## config.mk

```make
export PLATFORM = sky130hd
export DESIGN_NAME = spct_top
export DESIGN_NICKNAME = d
export VERILOG_FILES = /design/src/spct_pkg.sv /design/src/spct_top.sv
export VERILOG_INCLUDE_DIRS = /design/src
export SDC_FILE = /design/constraint.sdc
export NUM_CORES = 1
export LEC_CHECK = 0
export BUFFER_PORTS_ARGS = -buffer_cell sky130_fd_sc_hd__buf_2
export CAP_MARGIN = 20
export CORE_ASPECT_RATIO = 1.75
export CORE_MARGIN = 1
export CORE_UTILIZATION = 58
export DETAILED_ROUTE_END_ITERATION = 10
export PLACE_DENSITY_LB_ADDON = 0.25
export SLEW_MARGIN = 20
export SYNTH_ARGS = -nofsm -noshare
export SYNTH_HDL_FRONTEND = slang
export SYNTH_SLANG_ARGS = --single-unit
```

## constraint.sdc

```tcl
create_clock -name clk_in -period 5.5 [get_ports clk_in]
set_input_delay 0.55 -clock clk_in [delete_from_list [all_inputs] [get_ports clk_in]]
set_output_delay 0.55 -clock clk_in [all_outputs]
set_load 0.01 [all_outputs]
```

## src/spct_map.svh

```systemverilog
// Register indices, field positions, reset values and timing counts of the serial port.
`ifndef SPCT_MAP_SVH
`define SPCT_MAP_SVH

`define SPCT_IDX_CTL1     3'h0
`define SPCT_IDX_DATA     3'h2
`define SPCT_IDX_CTL2     3'h3
`define SPCT_IDX_STAT     3'h4
`define SPCT_IDX_IRQ      3'h5
`define SPCT_IDX_MASK     3'h6

`define SPCT_C2_TIE       7
`define SPCT_C2_TX_DONE_IRQ_EN      6
`define SPCT_C2_RIE       5
`define SPCT_C2_IDLE_IRQ_EN      4
`define SPCT_C2_TE        3
`define SPCT_C2_RE        2
`define SPCT_C2_RWU       1
`define SPCT_C2_SBK       0

`define SPCT_C1_LOOP      7
`define SPCT_C1_RX_SOURCE_SEL      5
`define SPCT_C1_NINE      4
`define SPCT_C1_WAKE      3
`define SPCT_C1_LONG_BREAK_SEL     1
`define SPCT_C1_DIR       0

`define SPCT_CTL2_RESET   8'h00
`define SPCT_CTL1_RESET   8'h00
`define SPCT_MASK_RESET   4'hf

`define SPCT_BIT_LAST     5'h0f
`define SPCT_BIT_HALF     5'h07
`define SPCT_FRM8         4'ha
`define SPCT_FRM9         4'hb
`define SPCT_BRK_EXTRA    4'h3

`endif

```

## src/spct_pkg.sv

```systemverilog
// Types shared by the serial port control logic.
`default_nettype none
package spct_pkg;
    typedef enum logic [1:0] {
        SPCT_TX_IDLE  = 2'b00,
        SPCT_TX_DATA  = 2'b01,
        SPCT_TX_BREAK = 2'b10,
        SPCT_TX_PRE   = 2'b11
    } spct_tx_kind_type;

    typedef enum logic [1:0] {
        SPCT_RX_IDLE  = 2'b00,
        SPCT_RX_START = 2'b01,
        SPCT_RX_BITS  = 2'b10
    } spct_rx_state_type;
endpackage
`default_nettype wire

```

## src/spct_top.sv

```systemverilog
// Serial port with its second control register, transmitter, receiver and APB slave.
`include "spct_map.svh"
`default_nettype none

module spct_top (
    input  wire logic        clk_in,
    input  wire logic        rst_n_in,
    input  wire logic        psel_in,
    input  wire logic        penable_in,
    input  wire logic        pwrite_in,
    input  wire logic [11:0] paddr_in,
    input  wire logic [31:0] pwdata_in,
    output logic      [31:0] prdata_out,
    output logic             pready_out,
    output logic             pslverr_out,
    output logic             irq_out,
    input  wire logic        serial_in_in,
    input  wire logic        serial_out_pin_in,
    output logic             serial_out_out,
    output logic             serial_out_oe_out,
    output logic             tx_pin_owned_out,
    output logic             rx_pin_owned_out
);
    logic [31:0] prdata_r;
    logic [11:0] tx_sh_r;
    logic [9:0]  rx_sh_r;
    logic [8:0]  tx_buf_r, rx_data_r;
    logic [7:0]  ctl1_r, ctl2_r;
    logic [4:0]  tx_tick_r, rx_tick_r;
    logic [3:0]  mask_r, irq_sts_r, tx_cnt_r, rx_cnt_r, idle_bits_r;
    logic        tx_empty_r, tx_done_r, tx_line_r, brk_pend_r, idle_pend_r, own_r, oe_r;
    logic        rx_own_r, in_s1_r, in_s2_r, pin_s1_r, pin_s2_r, rx_full_r, idle_flag_r;
    logic        pready_r, pslverr_r, irq_r;
    spct_pkg::spct_tx_kind_type  tx_kind_r;
    spct_pkg::spct_rx_state_type rx_st_r;
    logic        loop, rx_source_sel, nine, wake, long_break_sel, dir, single;
    logic [3:0]  flen, brk_len;
    logic [2:0]  idx;
    logic        hit, acc, wr, c2_wr, data_wr, data_rd;
    logic        tx_free, load_brk, load_idle, load_data, sbk_rise, te_requeue;
    logic        rx_line, rx_done, rx_msb, deliver, idle_evt, hw_wake, start_seen;
    logic [3:0]  flags, req;
    logic [31:0] rd_mux;
    always_comb begin
        loop    = ctl1_r[`SPCT_C1_LOOP];
        rx_source_sel    = ctl1_r[`SPCT_C1_RX_SOURCE_SEL];
        nine    = ctl1_r[`SPCT_C1_NINE];
        wake    = ctl1_r[`SPCT_C1_WAKE];
        long_break_sel   = ctl1_r[`SPCT_C1_LONG_BREAK_SEL];
        dir     = ctl1_r[`SPCT_C1_DIR];
        single  = loop & rx_source_sel;
        flen    = nine ? `SPCT_FRM9 : `SPCT_FRM8;
        brk_len = flen + (long_break_sel ? `SPCT_BRK_EXTRA : 4'h0);
    end
    // APB decode; every register is one aligned word at four times its index.
    always_comb begin
        idx     = paddr_in[4:2];
        hit     = (paddr_in[1:0] == 2'h0) && (paddr_in[11:5] == 7'h00) &&
                  (idx == `SPCT_IDX_CTL1 || idx == `SPCT_IDX_DATA || idx == `SPCT_IDX_CTL2 ||
                   idx == `SPCT_IDX_STAT || idx == `SPCT_IDX_IRQ || idx == `SPCT_IDX_MASK);
        acc     = psel_in & penable_in & pready_r;
        wr      = acc & pwrite_in & hit;
        c2_wr   = wr & (idx == `SPCT_IDX_CTL2);
        data_wr = wr & (idx == `SPCT_IDX_DATA);
        data_rd = acc & ~pwrite_in & hit & (idx == `SPCT_IDX_DATA);
        flags   = {tx_empty_r, tx_done_r, rx_full_r, idle_flag_r};
        rd_mux  = 32'h0;
        unique case (idx)
            `SPCT_IDX_CTL1: rd_mux = {24'h0, ctl1_r};
            `SPCT_IDX_DATA: rd_mux = {23'h0, rx_data_r};
            `SPCT_IDX_CTL2: rd_mux = {24'h0, ctl2_r};
            `SPCT_IDX_STAT: rd_mux = {24'h0, flags, 4'h0};
            `SPCT_IDX_IRQ:  rd_mux = {24'h0, irq_sts_r, 4'h0};
            `SPCT_IDX_MASK: rd_mux = {24'h0, mask_r, 4'h0};
            default:        rd_mux = 32'h0;
        endcase
    end
    // The slave answers on the second access cycle, so every output stays registered.
    always_ff @(posedge clk_in or negedge rst_n_in) begin
        if (!rst_n_in) begin
            pready_r  <= 1'b0;
            pslverr_r <= 1'b0;
            prdata_r  <= 32'h0;
        end else begin
            pready_r  <= psel_in & penable_in & ~pready_r;
            pslverr_r <= psel_in & penable_in & ~pready_r & ~hit;
            prdata_r  <= (psel_in & penable_in & ~pready_r & ~pwrite_in & hit) ? rd_mux : 32'h0;
        end
    end
    always_ff @(posedge clk_in or negedge rst_n_in) begin
        if (!rst_n_in) begin
            ctl1_r <= `SPCT_CTL1_RESET;
            mask_r <= `SPCT_MASK_RESET;
        end else if (wr && idx == `SPCT_IDX_CTL1) begin
            ctl1_r <= pwdata_in[7:0];
        end else if (wr && idx == `SPCT_IDX_MASK) begin
            mask_r <= pwdata_in[7:4];
        end
    end
    // A software write wins over the hardware wakeup clear of rx_standby.
    always_ff @(posedge clk_in or negedge rst_n_in) begin
        if (!rst_n_in) begin
            ctl2_r <= `SPCT_CTL2_RESET;
        end else if (c2_wr) begin
            ctl2_r <= pwdata_in[7:0];
        end else if (hw_wake) begin
            ctl2_r[`SPCT_C2_RWU] <= 1'b0;
        end
    end
    // Transmitter. Break outranks a queued idle, which outranks data.
    always_comb begin
        tx_free    = (tx_cnt_r == 4'h0);
        sbk_rise   = c2_wr & pwdata_in[`SPCT_C2_SBK] & ~ctl2_r[`SPCT_C2_SBK];
        te_requeue = c2_wr & pwdata_in[`SPCT_C2_TE] & ~ctl2_r[`SPCT_C2_TE] & ~tx_free;
        load_brk   = tx_free & (brk_pend_r | (ctl2_r[`SPCT_C2_TE] & ctl2_r[`SPCT_C2_SBK]));
        load_idle  = tx_free & ~load_brk & idle_pend_r;
        load_data  = tx_free & ~load_brk & ~idle_pend_r & ctl2_r[`SPCT_C2_TE] &
                     ~tx_empty_r & ~data_wr;
    end
    always_ff @(posedge clk_in or negedge rst_n_in) begin
        if (!rst_n_in) begin
            brk_pend_r  <= 1'b0;
            idle_pend_r <= 1'b0;
        end else begin
            if (sbk_rise && ctl2_r[`SPCT_C2_TE]) begin
                brk_pend_r <= 1'b1;
            end else if (load_brk) begin
                brk_pend_r <= 1'b0;
            end
            if (te_requeue) begin
                idle_pend_r <= 1'b1;
            end else if (load_idle) begin
                idle_pend_r <= 1'b0;
            end
        end
    end
    always_ff @(posedge clk_in or negedge rst_n_in) begin
        if (!rst_n_in) begin
            tx_cnt_r  <= 4'h0;
            tx_tick_r <= 5'h00;
            tx_sh_r   <= 12'hfff;
            tx_kind_r <= spct_pkg::SPCT_TX_IDLE;
            tx_line_r <= 1'b1;
        end else begin
            tx_line_r <= tx_free ? 1'b1 :
                         (tx_kind_r == spct_pkg::SPCT_TX_BREAK) ? 1'b0 : tx_sh_r[0];
            if (!tx_free) begin
                if (tx_tick_r == `SPCT_BIT_LAST) begin
                    tx_tick_r <= 5'h00;
                    tx_sh_r   <= {1'b1, tx_sh_r[11:1]};
                    tx_cnt_r  <= tx_cnt_r - 4'h1;
                end else begin
                    tx_tick_r <= tx_tick_r + 5'h01;
                end
            end else if (load_brk) begin
                tx_kind_r <= spct_pkg::SPCT_TX_BREAK;
                tx_cnt_r  <= brk_len;
                tx_tick_r <= 5'h00;
            end else if (load_idle) begin
                tx_kind_r <= spct_pkg::SPCT_TX_PRE;
                tx_sh_r   <= 12'hfff;
                tx_cnt_r  <= flen;
                tx_tick_r <= 5'h00;
            end else if (load_data) begin
                tx_kind_r <= spct_pkg::SPCT_TX_DATA;
                tx_sh_r   <= {2'b11, nine ? tx_buf_r[8] : 1'b1, tx_buf_r[7:0], 1'b0};
                tx_cnt_r  <= flen;
                tx_tick_r <= 5'h00;
            end
        end
    end
    always_ff @(posedge clk_in or negedge rst_n_in) begin
        if (!rst_n_in) begin
            tx_buf_r   <= 9'h000;
            tx_empty_r <= 1'b1;
            tx_done_r  <= 1'b1;
        end else begin
            if (load_data) begin
                tx_empty_r <= 1'b1;
            end else if (data_wr) begin
                tx_empty_r <= 1'b0;
                tx_buf_r   <= pwdata_in[8:0];
            end
            tx_done_r <= tx_empty_r & tx_free & ~brk_pend_r & ~idle_pend_r &
                         ~(ctl2_r[`SPCT_C2_TE] & ctl2_r[`SPCT_C2_SBK]);
        end
    end
    // Pin ownership: the output stays ours until queued traffic drains.
    always_ff @(posedge clk_in or negedge rst_n_in) begin
        if (!rst_n_in) begin
            own_r    <= 1'b0;
            oe_r     <= 1'b0;
            rx_own_r <= 1'b0;
        end else begin
            own_r    <= ctl2_r[`SPCT_C2_TE] | ~tx_free | brk_pend_r | idle_pend_r;
            oe_r     <= (ctl2_r[`SPCT_C2_TE] | ~tx_free | brk_pend_r | idle_pend_r) &
                        ~(single & ~dir);
            rx_own_r <= ctl2_r[`SPCT_C2_RE] & ~loop;
        end
    end
    always_ff @(posedge clk_in or negedge rst_n_in) begin
        if (!rst_n_in) begin
            in_s1_r  <= 1'b1;
            in_s2_r  <= 1'b1;
            pin_s1_r <= 1'b1;
            pin_s2_r <= 1'b1;
        end else begin
            in_s1_r  <= serial_in_in;
            in_s2_r  <= in_s1_r;
            pin_s1_r <= serial_out_pin_in;
            pin_s2_r <= pin_s1_r;
        end
    end
    // Receiver. Loopback feeds it from the transmitter or, in single-wire receive, the shared line.
    always_comb begin
        rx_line    = loop ? ((rx_source_sel & ~dir) ? pin_s2_r : tx_line_r) : in_s2_r;
        rx_done    = (rx_st_r == spct_pkg::SPCT_RX_BITS) && (rx_tick_r == `SPCT_BIT_LAST) &&
                     (rx_cnt_r == flen - 4'h2);
        rx_msb     = nine ? rx_sh_r[8] : rx_sh_r[7];
        deliver    = rx_done & (~ctl2_r[`SPCT_C2_RWU] | (wake & rx_msb));
        idle_evt   = (rx_st_r == spct_pkg::SPCT_RX_IDLE) && rx_line &&
                     (rx_tick_r == `SPCT_BIT_LAST) && (idle_bits_r == flen - 4'h1);
        start_seen = (rx_st_r == spct_pkg::SPCT_RX_IDLE) && !rx_line;
        hw_wake    = ctl2_r[`SPCT_C2_RWU] &
                     ((~wake & idle_evt) | (wake & rx_done & rx_msb));
    end
    always_ff @(posedge clk_in or negedge rst_n_in) begin
        if (!rst_n_in) begin
            rx_st_r     <= spct_pkg::SPCT_RX_IDLE;
            rx_tick_r   <= 5'h00;
            rx_cnt_r    <= 4'h0;
            rx_sh_r     <= 10'h000;
            idle_bits_r <= `SPCT_FRM9;
        end else if (!ctl2_r[`SPCT_C2_RE]) begin
            rx_st_r   <= spct_pkg::SPCT_RX_IDLE;
            rx_tick_r <= 5'h00;
        end else begin
            unique case (rx_st_r)
                spct_pkg::SPCT_RX_IDLE: begin
                    if (!rx_line) begin
                        rx_st_r   <= spct_pkg::SPCT_RX_START;
                        rx_tick_r <= 5'h00;
                    end else if (rx_tick_r == `SPCT_BIT_LAST) begin
                        rx_tick_r <= 5'h00;
                        if (idle_bits_r < flen) begin
                            idle_bits_r <= idle_bits_r + 4'h1;
                        end
                    end else begin
                        rx_tick_r <= rx_tick_r + 5'h01;
                    end
                end
                spct_pkg::SPCT_RX_START: begin
                    if (rx_tick_r == `SPCT_BIT_HALF) begin
                        rx_st_r   <= rx_line ? spct_pkg::SPCT_RX_IDLE : spct_pkg::SPCT_RX_BITS;
                        rx_tick_r <= 5'h00;
                        rx_cnt_r  <= 4'h0;
                    end else begin
                        rx_tick_r <= rx_tick_r + 5'h01;
                    end
                end
                spct_pkg::SPCT_RX_BITS: begin
                    if (rx_tick_r == `SPCT_BIT_LAST) begin
                        rx_tick_r         <= 5'h00;
                        rx_sh_r[rx_cnt_r] <= rx_line;
                        rx_cnt_r          <= rx_cnt_r + 4'h1;
                        if (rx_done) begin
                            rx_st_r     <= spct_pkg::SPCT_RX_IDLE;
                            idle_bits_r <= 4'h0;
                        end
                    end else begin
                        rx_tick_r <= rx_tick_r + 5'h01;
                    end
                end
                default: rx_st_r <= spct_pkg::SPCT_RX_IDLE;
            endcase
        end
    end
    // Flags: a hardware set wins over the clear in the same cycle.
    always_ff @(posedge clk_in or negedge rst_n_in) begin
        if (!rst_n_in) begin
            rx_data_r   <= 9'h000;
            rx_full_r   <= 1'b0;
            idle_flag_r <= 1'b0;
        end else begin
            if (deliver) begin
                rx_data_r <= {nine & rx_sh_r[8], rx_sh_r[7:0]};
                rx_full_r <= 1'b1;
            end else if (data_rd) begin
                rx_full_r <= 1'b0;
            end
            if (idle_evt && !ctl2_r[`SPCT_C2_RWU]) begin
                idle_flag_r <= 1'b1;
            end else if (start_seen) begin
                idle_flag_r <= 1'b0;
            end
        end
    end
    // Interrupts: enabled flags set sticky bits, cleared by writing one, gated by the mask.
    assign req = flags & ctl2_r[7:4];
    always_ff @(posedge clk_in or negedge rst_n_in) begin
        if (!rst_n_in) begin
            irq_sts_r <= 4'h0;
            irq_r     <= 1'b0;
        end else begin
            irq_sts_r <= (irq_sts_r & ~((wr && idx == `SPCT_IDX_IRQ) ? pwdata_in[7:4] : 4'h0))
                         | req;
            irq_r     <= |(irq_sts_r & mask_r);
        end
    end

    assign {prdata_out, pready_out}             = {prdata_r, pready_r};
    assign {pslverr_out, irq_out}               = {pslverr_r, irq_r};
    assign {serial_out_out, serial_out_oe_out}  = {tx_line_r, oe_r};
    assign {tx_pin_owned_out, rx_pin_owned_out} = {own_r, rx_own_r};
endmodule
`default_nettype wire

```

After elaboration in Yosys (flattened, before gate mapping)
Index checks and enable logic that the tools add are counted.
{"block": "op_classes", "add_sub_neg": 8, "n_bitwise": 72, "order_cmp": 3, "reduce_logical": 46, "mux": 65, "n_eq_ne": 27}
{"op": "two-way mux 12 bit", "count": 5}
{"op": "one-hot mux 9 bit (6 select lines)", "count": 1}
{"op": "two-way mux 4 bit", "count": 13}
{"op": "two-way mux 5 bit", "count": 9}
{"op": "bitwise AND 1 bit", "count": 42}
{"op": "two-way mux 32 bit", "count": 1}
{"op": "two-way mux 1 bit", "count": 20}
{"op": "two-way mux 2 bit", "count": 10}
{"op": "inverter 1 bit", "count": 19}
{"op": "nonzero test 2 bit", "count": 9}
{"op": "one-hot mux 4 bit (2 select lines)", "count": 2}
{"op": "one-hot mux 5 bit (3 select lines)", "count": 1}
{"op": "logical AND 1 bit", "count": 14}
{"op": "bitwise AND 4 bit", "count": 3}
{"op": "adder 5 x 1 -> 5 bit (second input constant)", "count": 2}
{"op": "bitwise mux 10 bit", "count": 1}
{"op": "equality test 5 x 4 -> 1 bit (second input constant)", "count": 2}
{"op": "inequality test 2 bit (second input constant)", "count": 5}
{"op": "equality test 3 bit (second input constant)", "count": 3}
{"op": "inequality test 3 bit (second input constant)", "count": 3}
{"op": "adder 4 x 1 -> 4 bit (second input constant)", "count": 2}
{"op": "equality test 4 bit", "count": 2}
{"op": "inequality test 4 x 1 -> 1 bit (second input constant)", "count": 2}
{"op": "AND reduction 2 bit", "count": 4}
{"op": "other kinds (29)", "count": 46}
{"block": "totals", "out_inout_bits": 39, "reg_bits": 139, "inputBits": 51}

Longest topological paths before layout
Gate-level depths: netlist of run 1.
{"block": "depth", "ltp_word": 15, "depth_mapped": 8, "ltp_nobuf": 8}

Least setup slack after synthesis of run 1
No wires, ideal clock.
{"block": "synth_timing", "kind": "in2reg", "start": "input paddr_in[7]", "end": "register ctl2_r[0]", "arrival_ns": 2.410, "setup_slack_ns": 2.965, "path_buffers": 1, "cell_stages": 5, "setup_time_ns": 0.125, "t_required_ns": 5.375, "path_cell_list": "or4_4 > or4_4 > nor3_1 > buf_4 > mux2_2"}
{"block": "synth_between", "elab_chain_cells": 5}
{"item": "start, declared", "line_no": "spct_top.sv:11", "source": "input wire logic [11:0] paddr_in,"}
{"item": "zero test 7 bit", "line_no": "spct_top.sv:58", "source": "hit = (paddr_in[1:0] == 2'h0) && (paddr_in[11:5] == 7'h00) &&"}
{"item": "logical AND 1 bit (2 in series)", "line_no": "spct_top.sv:58"}
{"item": "bitwise AND 1 bit", "line_no": "spct_top.sv:62", "source": "wr = acc & pwrite_in & hit;"}
{"item": "bitwise AND 1 bit", "line_no": "spct_top.sv:63", "source": "c2_wr = wr & (idx == `SPCT_IDX_CTL2);"}
{"item": "end signal, assigned", "line_no": "spct_top.sv:103", "source": "ctl2_r <= `SPCT_CTL2_RESET;"}
{"item": "end signal, assigned", "line_no": "spct_top.sv:105", "source": "ctl2_r <= pwdata_in[7:0];"}
{"item": "end, declared", "line_no": "spct_top.sv:28", "source": "logic [7:0] ctl1_r, ctl2_r;"}
No other way between the ends.
A chain may end at the register's enable or synchronous reset.

Worst setup path in the final report of run 1
{"block": "layout_timing", "start": "register rx_st_r[0]", "end": "register idle_bits_r[2]"}
{"block": "layout_between", "elab_chain_cells": 5, "elab_cells_between_ends": 12}
{"item": "start, declared", "line_no": "spct_top.sv:35", "source": "spct_pkg::spct_rx_state_type rx_st_r;"}
{"item": "start signal, assigned", "line_no": "spct_top.sv:229", "source": "rx_st_r <= spct_pkg::SPCT_RX_IDLE;"}
{"item": "start signal, assigned", "line_no": "spct_top.sv:235", "source": "rx_st_r <= spct_pkg::SPCT_RX_IDLE;"}
{"item": "start signal, assigned", "line_no": "spct_top.sv:241", "source": "rx_st_r <= spct_pkg::SPCT_RX_START;"}
{"item": "equality test 2 bit", "line_no": "spct_top.sv:217, spct_top.sv:238"}
{"item": "logical AND 1 bit (2 in series)", "line_no": "spct_top.sv:217", "source": "rx_done = (rx_st_r == spct_pkg::SPCT_RX_BITS) && (rx_tick_r == `SPCT_BIT_LAST) &&"}
{"item": "inequality test 2 bit (no line)"}
{"item": "AND reduction 7 bit (no line)"}
{"item": "end signal, assigned", "line_no": "spct_top.sv:233", "source": "idle_bits_r <= `SPCT_FRM9;"}
{"item": "end signal, assigned", "line_no": "spct_top.sv:246", "source": "idle_bits_r <= idle_bits_r + 4'h1;"}
{"item": "end, declared", "line_no": "spct_top.sv:30", "source": "logic [3:0] mask_r, irq_sts_r, tx_cnt_r, rx_cnt_r, idle_bits_r;"}
Several ways; a longest one is shown, not always the timed one.

==> summary.md, run 1 <==
| Metric | Value |
|---|---|
| Die extent in x | `between 70 and 80 um` |
| Total GRT Usage | `26.22%` |
| I/O pins | `90` |
| FP Rows | `47` |
| Crit share post-route | `approximately 49%` |
| Overall Power | `between 0.0015 and 0.002 W` |
| Starting density of the core | `60.14%` |
| ANT cells | `0` |
| Cts hold-fix bufs | `0` |
| Setup_tns | `0 ns` |
| Total leakage power | `a little over 3 nW` |
| Crit path capture type | `flop` |
| Critical Path AT | `2.99 ns` |
| IO Port Bufs | `43` |
| Clk pin slew, worst setup/hold paths | `approximately 0.050 ns` |
| Syn Inst Count | `529` |
| Layout cells sized above 1 | `around 30%` |
| Clk buf depth | `2` |
| Library cells used by synthesis | `between 60 and 70` |
| Height of the die | `roughly 130 um` |
| H-tree levels | `4` |
| Clock Skew | `0.006305 ns` |
| Antenna-violating nets left | `0` |
| Final setup violation count | `0` |
| Sequential cell area fraction in the yosys report | `49.88%` |
| Worst VDD drop | `roughly 0.00028 V` |
| P&R area growth vs syn | `13.74%` |
| CTS Sinks | `approximately 110` |
| Avg Vias per Cell | `5.856` |
| WL per Instance | `about 18 um` |
| Drt first-iter violations | `between 200 and 250` |
| Power per cell area | `between 200 and 300 mW/mm^2` |
| DIE AREA | `roughly 0.010 sq mm` |
| Worst Max-Slew Pin Slew | `1.024 ns` |
| RD Place Congestion | `around 0.84` |
| GR Util met3 | `6.507%` |
| Drt pass-1 iters | `5` |
| Busiest layer in global routing | `met2` |
| Worst slew margin | `between 20% and 30%` |
| Met1 global-route usage | `between 20% and 30%` |
| Leading area contributor after synthesis | `dfrtp_1` |
| Initial antenna violation count | `0` |
| Status | `complete, no violations` |
| Fmax | `around 370 MHz` |
| Overflow after GRT | `0` |
| Min-delay worst type | `primary input to async pin` |
| Max FO, Critical Path | `15` |
| Synth Flop Type | `dfrtp_1` |
| Hold WS | `~0.21 ns` |
| Largest net degree at the start of global routing | `58` |
| Max cap viols | `0` |
| TritonCTS Buffers | `17` |
| Post_cts resized | `0` |
| Final Hold Vio Count | `0` |
| Synth top area cells | `dfrtp_1, mux2_2, dfstp_2` |
| CTS tree | `done` |
| DRC violations left | `0` |
| Async SR Flop Fraction | `100.0%` |
| Vias in the first global route | `~4300` |
| WL final | `roughly 13000 um` |
| RSZ-0062 raised after global routing | `no` |
| Setup CP Type | `flop to flop` |
| Crit path launch type | `flop` |
| M2 GR Usage | `48.13%` |
| Number of synthesized flops with an enable pin | `0` |
| Synth Cell Area | `0.005729 sq mm` |
| CP required | `between 5 and 6 ns` |
| Seq cells post-synth | `113` |
| HPWL after DPL | `8901 um` |
| Final Max Slew Viols | `0` |
| Yosys warns | `0` |
| Final net count | `between 600 and 700` |
| Via count | `approximately 4200` |
| First-pass GRT wire length | `20590 um` |
| Area share of the largest cell type after synthesis | `38.87%` |
| Minimum clock period after layout | `2.720 ns` |
| Setup bufs post-CTS | `0` |
| Synth Area per Inst | `10.83 sq um` |
| Core Box Area | `~0.0095 sq mm` |
| CTS Root Cell | `clkbuf_16` |
| Skew-Pair Late Insertion Delay | `approximately 0.41 ns` |
==> critical path, stage by stage, from the launching register on <==
cell	delay, ns
dfrtp_1	0.40
inv_1	0.10
ha_1	0.50
inv_1	0.21
a21oi_1	0.21
o2111ai_1	0.34
or4b_2	0.71
o311ai_0	0.12
==> state kept, by name (all words and copies together) (netlist names), 4 cells and up <==
| name | cells |
|---|---|
| prdata_out | 9 |
| rx_tick_r | 5 |
| ctl1_r | 8 |
| ctl2_r | 8 |
| irq_sts_r | 4 |
| rx_cnt_r | 4 |
| mask_r | 4 |
| tx_cnt_r | 4 |
| tx_tick_r | 5 |
| rx_data_r | 9 |
| rx_sh_r | 9 |
| tx_sh_r | 10 |
| tx_buf_r | 9 |
| idle_bits_r | 4 |
==> per-layer routing <==
| layer | wire, um | up-vias |
|---|---|---|
| li1 | - | 1942 |
| met3 | 418 | 32 |
| met1 | 4550 | 2082 |
| met5 | 0 | - |
| met2 | 7204 | 102 |
| met4 | 366 | 0 |
==> path summary, 6_finish.rpt <==
kind,to,start,slack [ns],depth (start not counted)
worst max-delay path,idle_bits_r[2]$_DFFE_PN0P_,rx_st_r[0]$_DFFE_PN0P_,2.78,7
worst min-delay path,tx_cnt_r[2]$_DFFE_PN0P_,rst_n_in,0.21,1
worst max register to register,idle_bits_r[2]$_DFFE_PN0P_,rx_st_r[0]$_DFFE_PN0P_,2.78,7
worst min register to register,pin_s2_r$_DFF_PN1_,pin_s1_r$_DFF_PN1_,0.35,0
max in group asynchronous,rx_data_r[8]$_DFFE_PN0P_,rst_n_in,4.10,2
min in group clk_in,in_s1_r$_DFF_PN1_,serial_in_in,0.24,1
==> where the power goes <==
part / leakage [nW] / switching [W] / internal [W]
combinational: 1.37 / 0.0000458 / 0.0000157
clock: 0.278 / 0.000357 / 0.000639
sequential: 1.43 / 0.00000129 / 0.000837
==> per-stage QoR <==
stage | cell area, sq um | std cells | setup WS (ns) | util (%)
after floorplan | 5812 | 551 | 2.965 | -
after global placement | 5971 | 679 | 2.511 | 62.67
after detailed placement | 5971 | 679 | 2.452 | 62.67
after CTS | 6516 | 710 | 2.754 | 68.40
after global routing | 6516 | 710 | 2.585 | 68.40
final | 6516 | 710 | 2.780 | 68.40
==> final cells by class <==
type / count / area (sq um)
Clock inverter: 6 / 30.03
Sequential cell: 113 / 2858
Fill cell: 739 / 3010
Tap cell: 122 / 152.6
Clock buffer: 25 / 515.5
Inverter: 22 / 82.58
Timing Repair Buffer: 47 / 247.7
Multi-Input combinational cell: 375 / 2630
==> layout by cell type (no fill, tap or decap), types with 18 or more instances in the layout <==
cell	instances
a21oi_1	18
mux2_2	61
o21ai_0	22
inv_1	22
buf_2	42
nor2_1	34
dfrtp_1	89
nand2_1	57
conb_1	23
dfstp_2	24
==> logic make-up after synthesis <==
family / after synthesis / share of synthesized area (%)
compound gates: 100 / 12.12
xor+xnor: 4 / 0.6116
fa+ha+maj: 17 / 3.713
buf+inv: 63 / 5.744
flops: 113 / 49.88
mux: 70 / 13.56
other cells: 1 / 0.06545
simple gates: 161 / 14.30
==> synthesized netlist by cell type, drive strengths merged (3+ instances only) <==
master / number
inv: 22
dfrtp: 89
dfstp: 24
mux2: 61
or4: 3
a21o: 6
or3: 3
a22oi: 7
mux2i: 9
nand4: 4
nand3b: 4
nor2b: 7
and2: 5
nor2: 34
a31oi: 5
o21ai: 22
a21oi: 18
a221oi: 3
buf: 28
nor3: 10
ha: 17
nor3b: 3
nand2: 57
a211oi: 7
nand2b: 6
a22o: 9
o31ai: 3
nand3: 12
clkbuf: 13
nor4: 3
Note: power is estimated with default switching activity, not from simulation.
==> inputs of run 2 (changes only) <==
--- a/config.mk
+++ b/config.mk
@@ -6,11 +6,12 @@
 export SDC_FILE = /design/constraint.sdc
 export NUM_CORES = 1
 export LEC_CHECK = 0
+export ABC_AREA = 1
 export BUFFER_PORTS_ARGS = -buffer_cell sky130_fd_sc_hd__buf_2
 export CAP_MARGIN = 20
 export CORE_ASPECT_RATIO = 1.75
 export CORE_MARGIN = 1
-export CORE_UTILIZATION = 58
+export CORE_UTILIZATION = 57
 export DETAILED_ROUTE_END_ITERATION = 10
 export PLACE_DENSITY_LB_ADDON = 0.25
 export SLEW_MARGIN = 20
==> constraint.sdc (replaced) <==
create_clock -name clk_in -period 2.6 [get_ports clk_in]
set_input_delay 0.26 -clock clk_in [delete_from_list [all_inputs] [get_ports clk_in]]
set_output_delay 0.26 -clock clk_in [all_outputs]
set_load 0.01 [all_outputs]
==> run 2 against run 1 <==
Via count grew 13%. Flip-flop and latch count is the same. Synthesized cell count grew 31%. Sequential power grew 130%. Largest power group unchanged. Clock skew grew 0.0037 ns. Critical path depth grew 4. Global-route usage grew 0.77 points. Final area grew 0.77%. Register-to-register slack lost 2.4 ns. Setup slack lost 2.4 ns.
==> summary.md, run 2 <==
| Metric | Value |
|---|---|
| Hold WS | `0.09250 ns (-0.1128 ns)` |
| Initial antenna violation count | `0 (unchanged)` |
| Slowest cell on the critical path | `dfrtp_1` |
| DRC violations left | `0 (unchanged)` |
| Clk buf depth | `2 (unchanged)` |
| DIE AREA | `0.01049 sq mm (+1.8%)` |
| IO Port Bufs | `43 (unchanged)` |
| Final instance area | `0.006566 sq mm (+0.77%)` |
| Core Box Area | `0.009849 sq mm (+3.4%)` |
| RSZ-0062 raised after global routing | `no` |
| Worst slew margin | `57.28% (+27 points)` |
| CTS Root Cell | `clkbuf_16` |
| Placed Area | `0.005981 sq mm (+0.17%)` |
| Skew-Pair Late Insertion Delay | `0.41 ns (about the same)` |
| WL per Instance | `14.65 um (-17%)` |
| Reg2Reg Capture Point | `rx_cnt_r[3]$_DFFE_PN0P_` |
| WL final | `12950 um (+3.3%)` |
| Starting density of the core | `58.24% (-1.9 points)` |
| Largest register by flop count | `tx_sh_r` |
| Leading area contributor after synthesis | `dfrtp_1` |
| R2R setup slack | `0.38 ns (-2.40 ns)` |
| Number of synthesized flops with an enable pin | `0 (unchanged)` |
| CTS tree | `done` |
| Height of the die | `134.7 um (+0.93%)` |
| Crit path capture type | `flop` |
| Synth Cell Area | `0.005737 sq mm (+0.13%)` |
| Dpl cells | `849 (+25%)` |
| Crit share post-route | `85.46% (+36 points)` |
| Hold Path Stages | `3` |
| Max FO, Critical Path | `8 (-7)` |
| Count leader, synth | `nand2_1` |
| Synth Flop Type | `dfrtp_1` |
| Crit path launch type | `flop` |
| Overflow after GRT | `0 (unchanged)` |
| Area share of the largest cell type after synthesis | `38.82% (-0.051 points)` |
| Async SR Flop Fraction | `100.0% (unchanged)` |
| Fillers | `808 (+9.3%)` |
| Max FFs per register | `10 (unchanged)` |
| Hold Path Sink | `ctl2_r[5]$_DFFE_PN0P_` |
| R2r startpoint | `rx_tick_r[0]$_DFFE_PN0P_` |
| Synth top area cells | `dfrtp_1, dfstp_2, nand2_1` |
| Overall Power | `0.004713 W (+150%)` |
| Yosys warns | `0 (unchanged)` |
| Avg Vias per Cell | `5.321 (-9.1%)` |
| Clock Skew | `0.009995 ns (+0.003691 ns)` |
| Vias in the first global route | `4681 (+8.9%)` |
| Worst path bufs/invs | `1 (-1)` |
| Setup CP Type | `flop to flop` |
| Drt first-iter violations | `329 (+48%)` |
| Layout cells sized above 1 | `16.34% (-13 points)` |
| Most used cell, CP | `nor2_1` |
| Syn Inst Count | `692 (+31%)` |
| TritonCTS Buffers | `17 (unchanged)` |
| CP top delay family | `simple AND/OR/NAND/NOR gates` |
| Sequential cell area fraction in the yosys report | `49.81% (-0.065 points)` |
| Drt pass-1 iters | `6 (+1)` |
| Largest net degree at the start of global routing | `71 (+22%)` |
| Final Max Slew Viols | `0 (unchanged)` |
| First-pass GRT wire length | `21470 um (+4.3%)` |
| Worst Max-Slew Pin Slew | `0.6392 ns (-0.3851 ns)` |
| FP Rows | `48 (+2.1%)` |
| Commonest non-fill, non-tap cells in the layout | `nand2_1, dfrtp_1, inv_1, nor2_1, o21ai_0` |
| Top cells by count, synth | `nand2_1, dfrtp_1, inv_1, nor2_1, o21ai_0` |
| Setup bufs post-CTS | `0 (unchanged)` |
| Fmax | `450.1 MHz (+22%)` |
| Final Hold Vio Count | `0 (unchanged)` |
| Critical Path Max Stage Delay | `0.41 ns (-0.30 ns)` |
| Antenna-violating nets left | `0 (unchanged)` |
| Synth Area per Inst | `8.290 sq um (-23%)` |
| Via count | `4704 (+13%)` |
| Layout Cells excl Fill | `884 (+25%)` |
| Min-delay worst type | `primary input to flop` |
| Status | `complete, no violations` |
| Most common cell after layout, fill and taps aside | `nand2_1` |
| P&R area growth vs syn | `14.46%` |
| Seq cells post-synth | `113 (unchanged)` |
| HPWL after DPL | `9367 um (+5.2%)` |
| ANT cells | `0 (unchanged)` |
| Setup_tns | `0 ns (unchanged)` |
| Clk pin slew, worst setup/hold paths | `0.05 ns (about the same)` |
| Critical Path AT | `2.52 ns (-0.47 ns)` |
| Max cap viols | `0 (unchanged)` |
| Worst VDD drop | `0.0006474 V (+130%)` |
| CP required | `2.90 ns (-2.87 ns)` |
| RD Place Congestion | `0.9214 (+9.8%)` |
| Die extent in x | `77.84 um (+0.91%)` |
| Total GRT Usage | `26.99% (+0.77 points)` |
| Worst-path cell chain | `ha_1, nand2_1, nor2_1, ha_1, nor2_1, nor2_1, nand3_1, inv_1, nand2_1, o21ai_0, nor2_1` |
| H-tree levels | `4 (unchanged)` |
| Library cells used by synthesis | `42 (-34%)` |
| I/O pins | `90 (unchanged)` |
| Minimum clock period after layout | `2.222 ns (-0.4985 ns)` |
| Final setup violation count | `0 (unchanged)` |
| CTS Sinks | `113 (unchanged)` |
| Total leakage power | `3.239 nW (+4.9%)` |
| R2R depth | `11 (+4)` |
| Final net count | `814 (+26%)` |
| Hold Startpoint | `pwdata_in[5]` |
| Power per cell area | `717.8 mW/mm^2 (+150%)` |
## run 2: worst min-delay path, delay by kind of cell
| kind | cells | cell delay, ns |
|---|---|---|
| buffers and inverters | 1 | 0.10 |
| AOI/OAI and AO/OA | 1 | 0.06 |
| and+or+nand+nor | 1 | 0.05 |
## run 2: power breakdown
group / internal, W / switching, W
clock: 0.00140 / 0.000757
combinational: 0.000206 / 0.000428
sequential: 0.00185 / 0.0000719
## run 2: per-layer routing
metal	part of all wire, %	vias to the layer above	global-route usage, %
met5	0	-	0
met4	3.8	0	15.20
met3	3.6	36	5.338
met2	56	113	51.47
met1	36	2261	26.50
li1	-	2294	-
## run 2: cell families after synthesis
logic type | synth area share [%]
flops | 49.81
compound gates | 10.95
simple gates | 23.90
xor+xnor | 0.9162
buf+inv | 10.47
other cells | 0.06537
fa+ha+maj | 3.708
mux | 0.1745
## run 2: layout make-up
cell class | instances | area, sq um | share of cell area (%)
Sequential cell | 113 | 2858 | 43.52
Clock inverter | 7 | 60.06 | 0.9146
Clock buffer | 25 | 495.5 | 7.546
Timing Repair Buffer | 50 | 290.3 | 4.421
Multi-Input combinational cell | 472 | 2361 | 35.96
Inverter | 92 | 345.3 | 5.259
Tap cell | 125 | 156.4 | 2.382
## run 2: how the worst max path moves through the flow
stage / start / endpoint / slack (ns) / cells past startpoint
global placement: rx_tick_r[0]$_DFFE_PN0P_ / rx_cnt_r[3]$_DFFE_PN0P_ / 0.52 / 11
finish: rx_tick_r[0]$_DFFE_PN0P_ / rx_cnt_r[3]$_DFFE_PN0P_ / 0.38 / 11
CTS: rx_tick_r[0]$_DFFE_PN0P_ / rx_cnt_r[3]$_DFFE_PN0P_ / 0.39 / 11
global route: rx_tick_r[0]$_DFFE_PN0P_ / rx_cnt_r[3]$_DFFE_PN0P_ / 0.16 / 11
detailed placement: rx_tick_r[0]$_DFFE_PN0P_ / rx_cnt_r[3]$_DFFE_PN0P_ / 0.40 / 11
floorplan: rx_tick_r[0]$_DFFE_PN0P_ / rx_cnt_r[3]$_DFFE_PN0P_ / 0.80 / 11
## run 2: repair_timing
action / in CTS / in global routing
gates resized for setup: 0 / 0
hold buffers: 3 / 0
endpoints found under the hold margin: 35 / 0
## run 2: stage by stage
step                      utilization [%]  setup WS, ns
after floorplan                         -        0.8014
after global placement              60.72        0.5224
after detailed placement            60.72        0.3971
after CTS                           66.67        0.3898
after global routing                66.67        0.1608
final                               66.67        0.3782
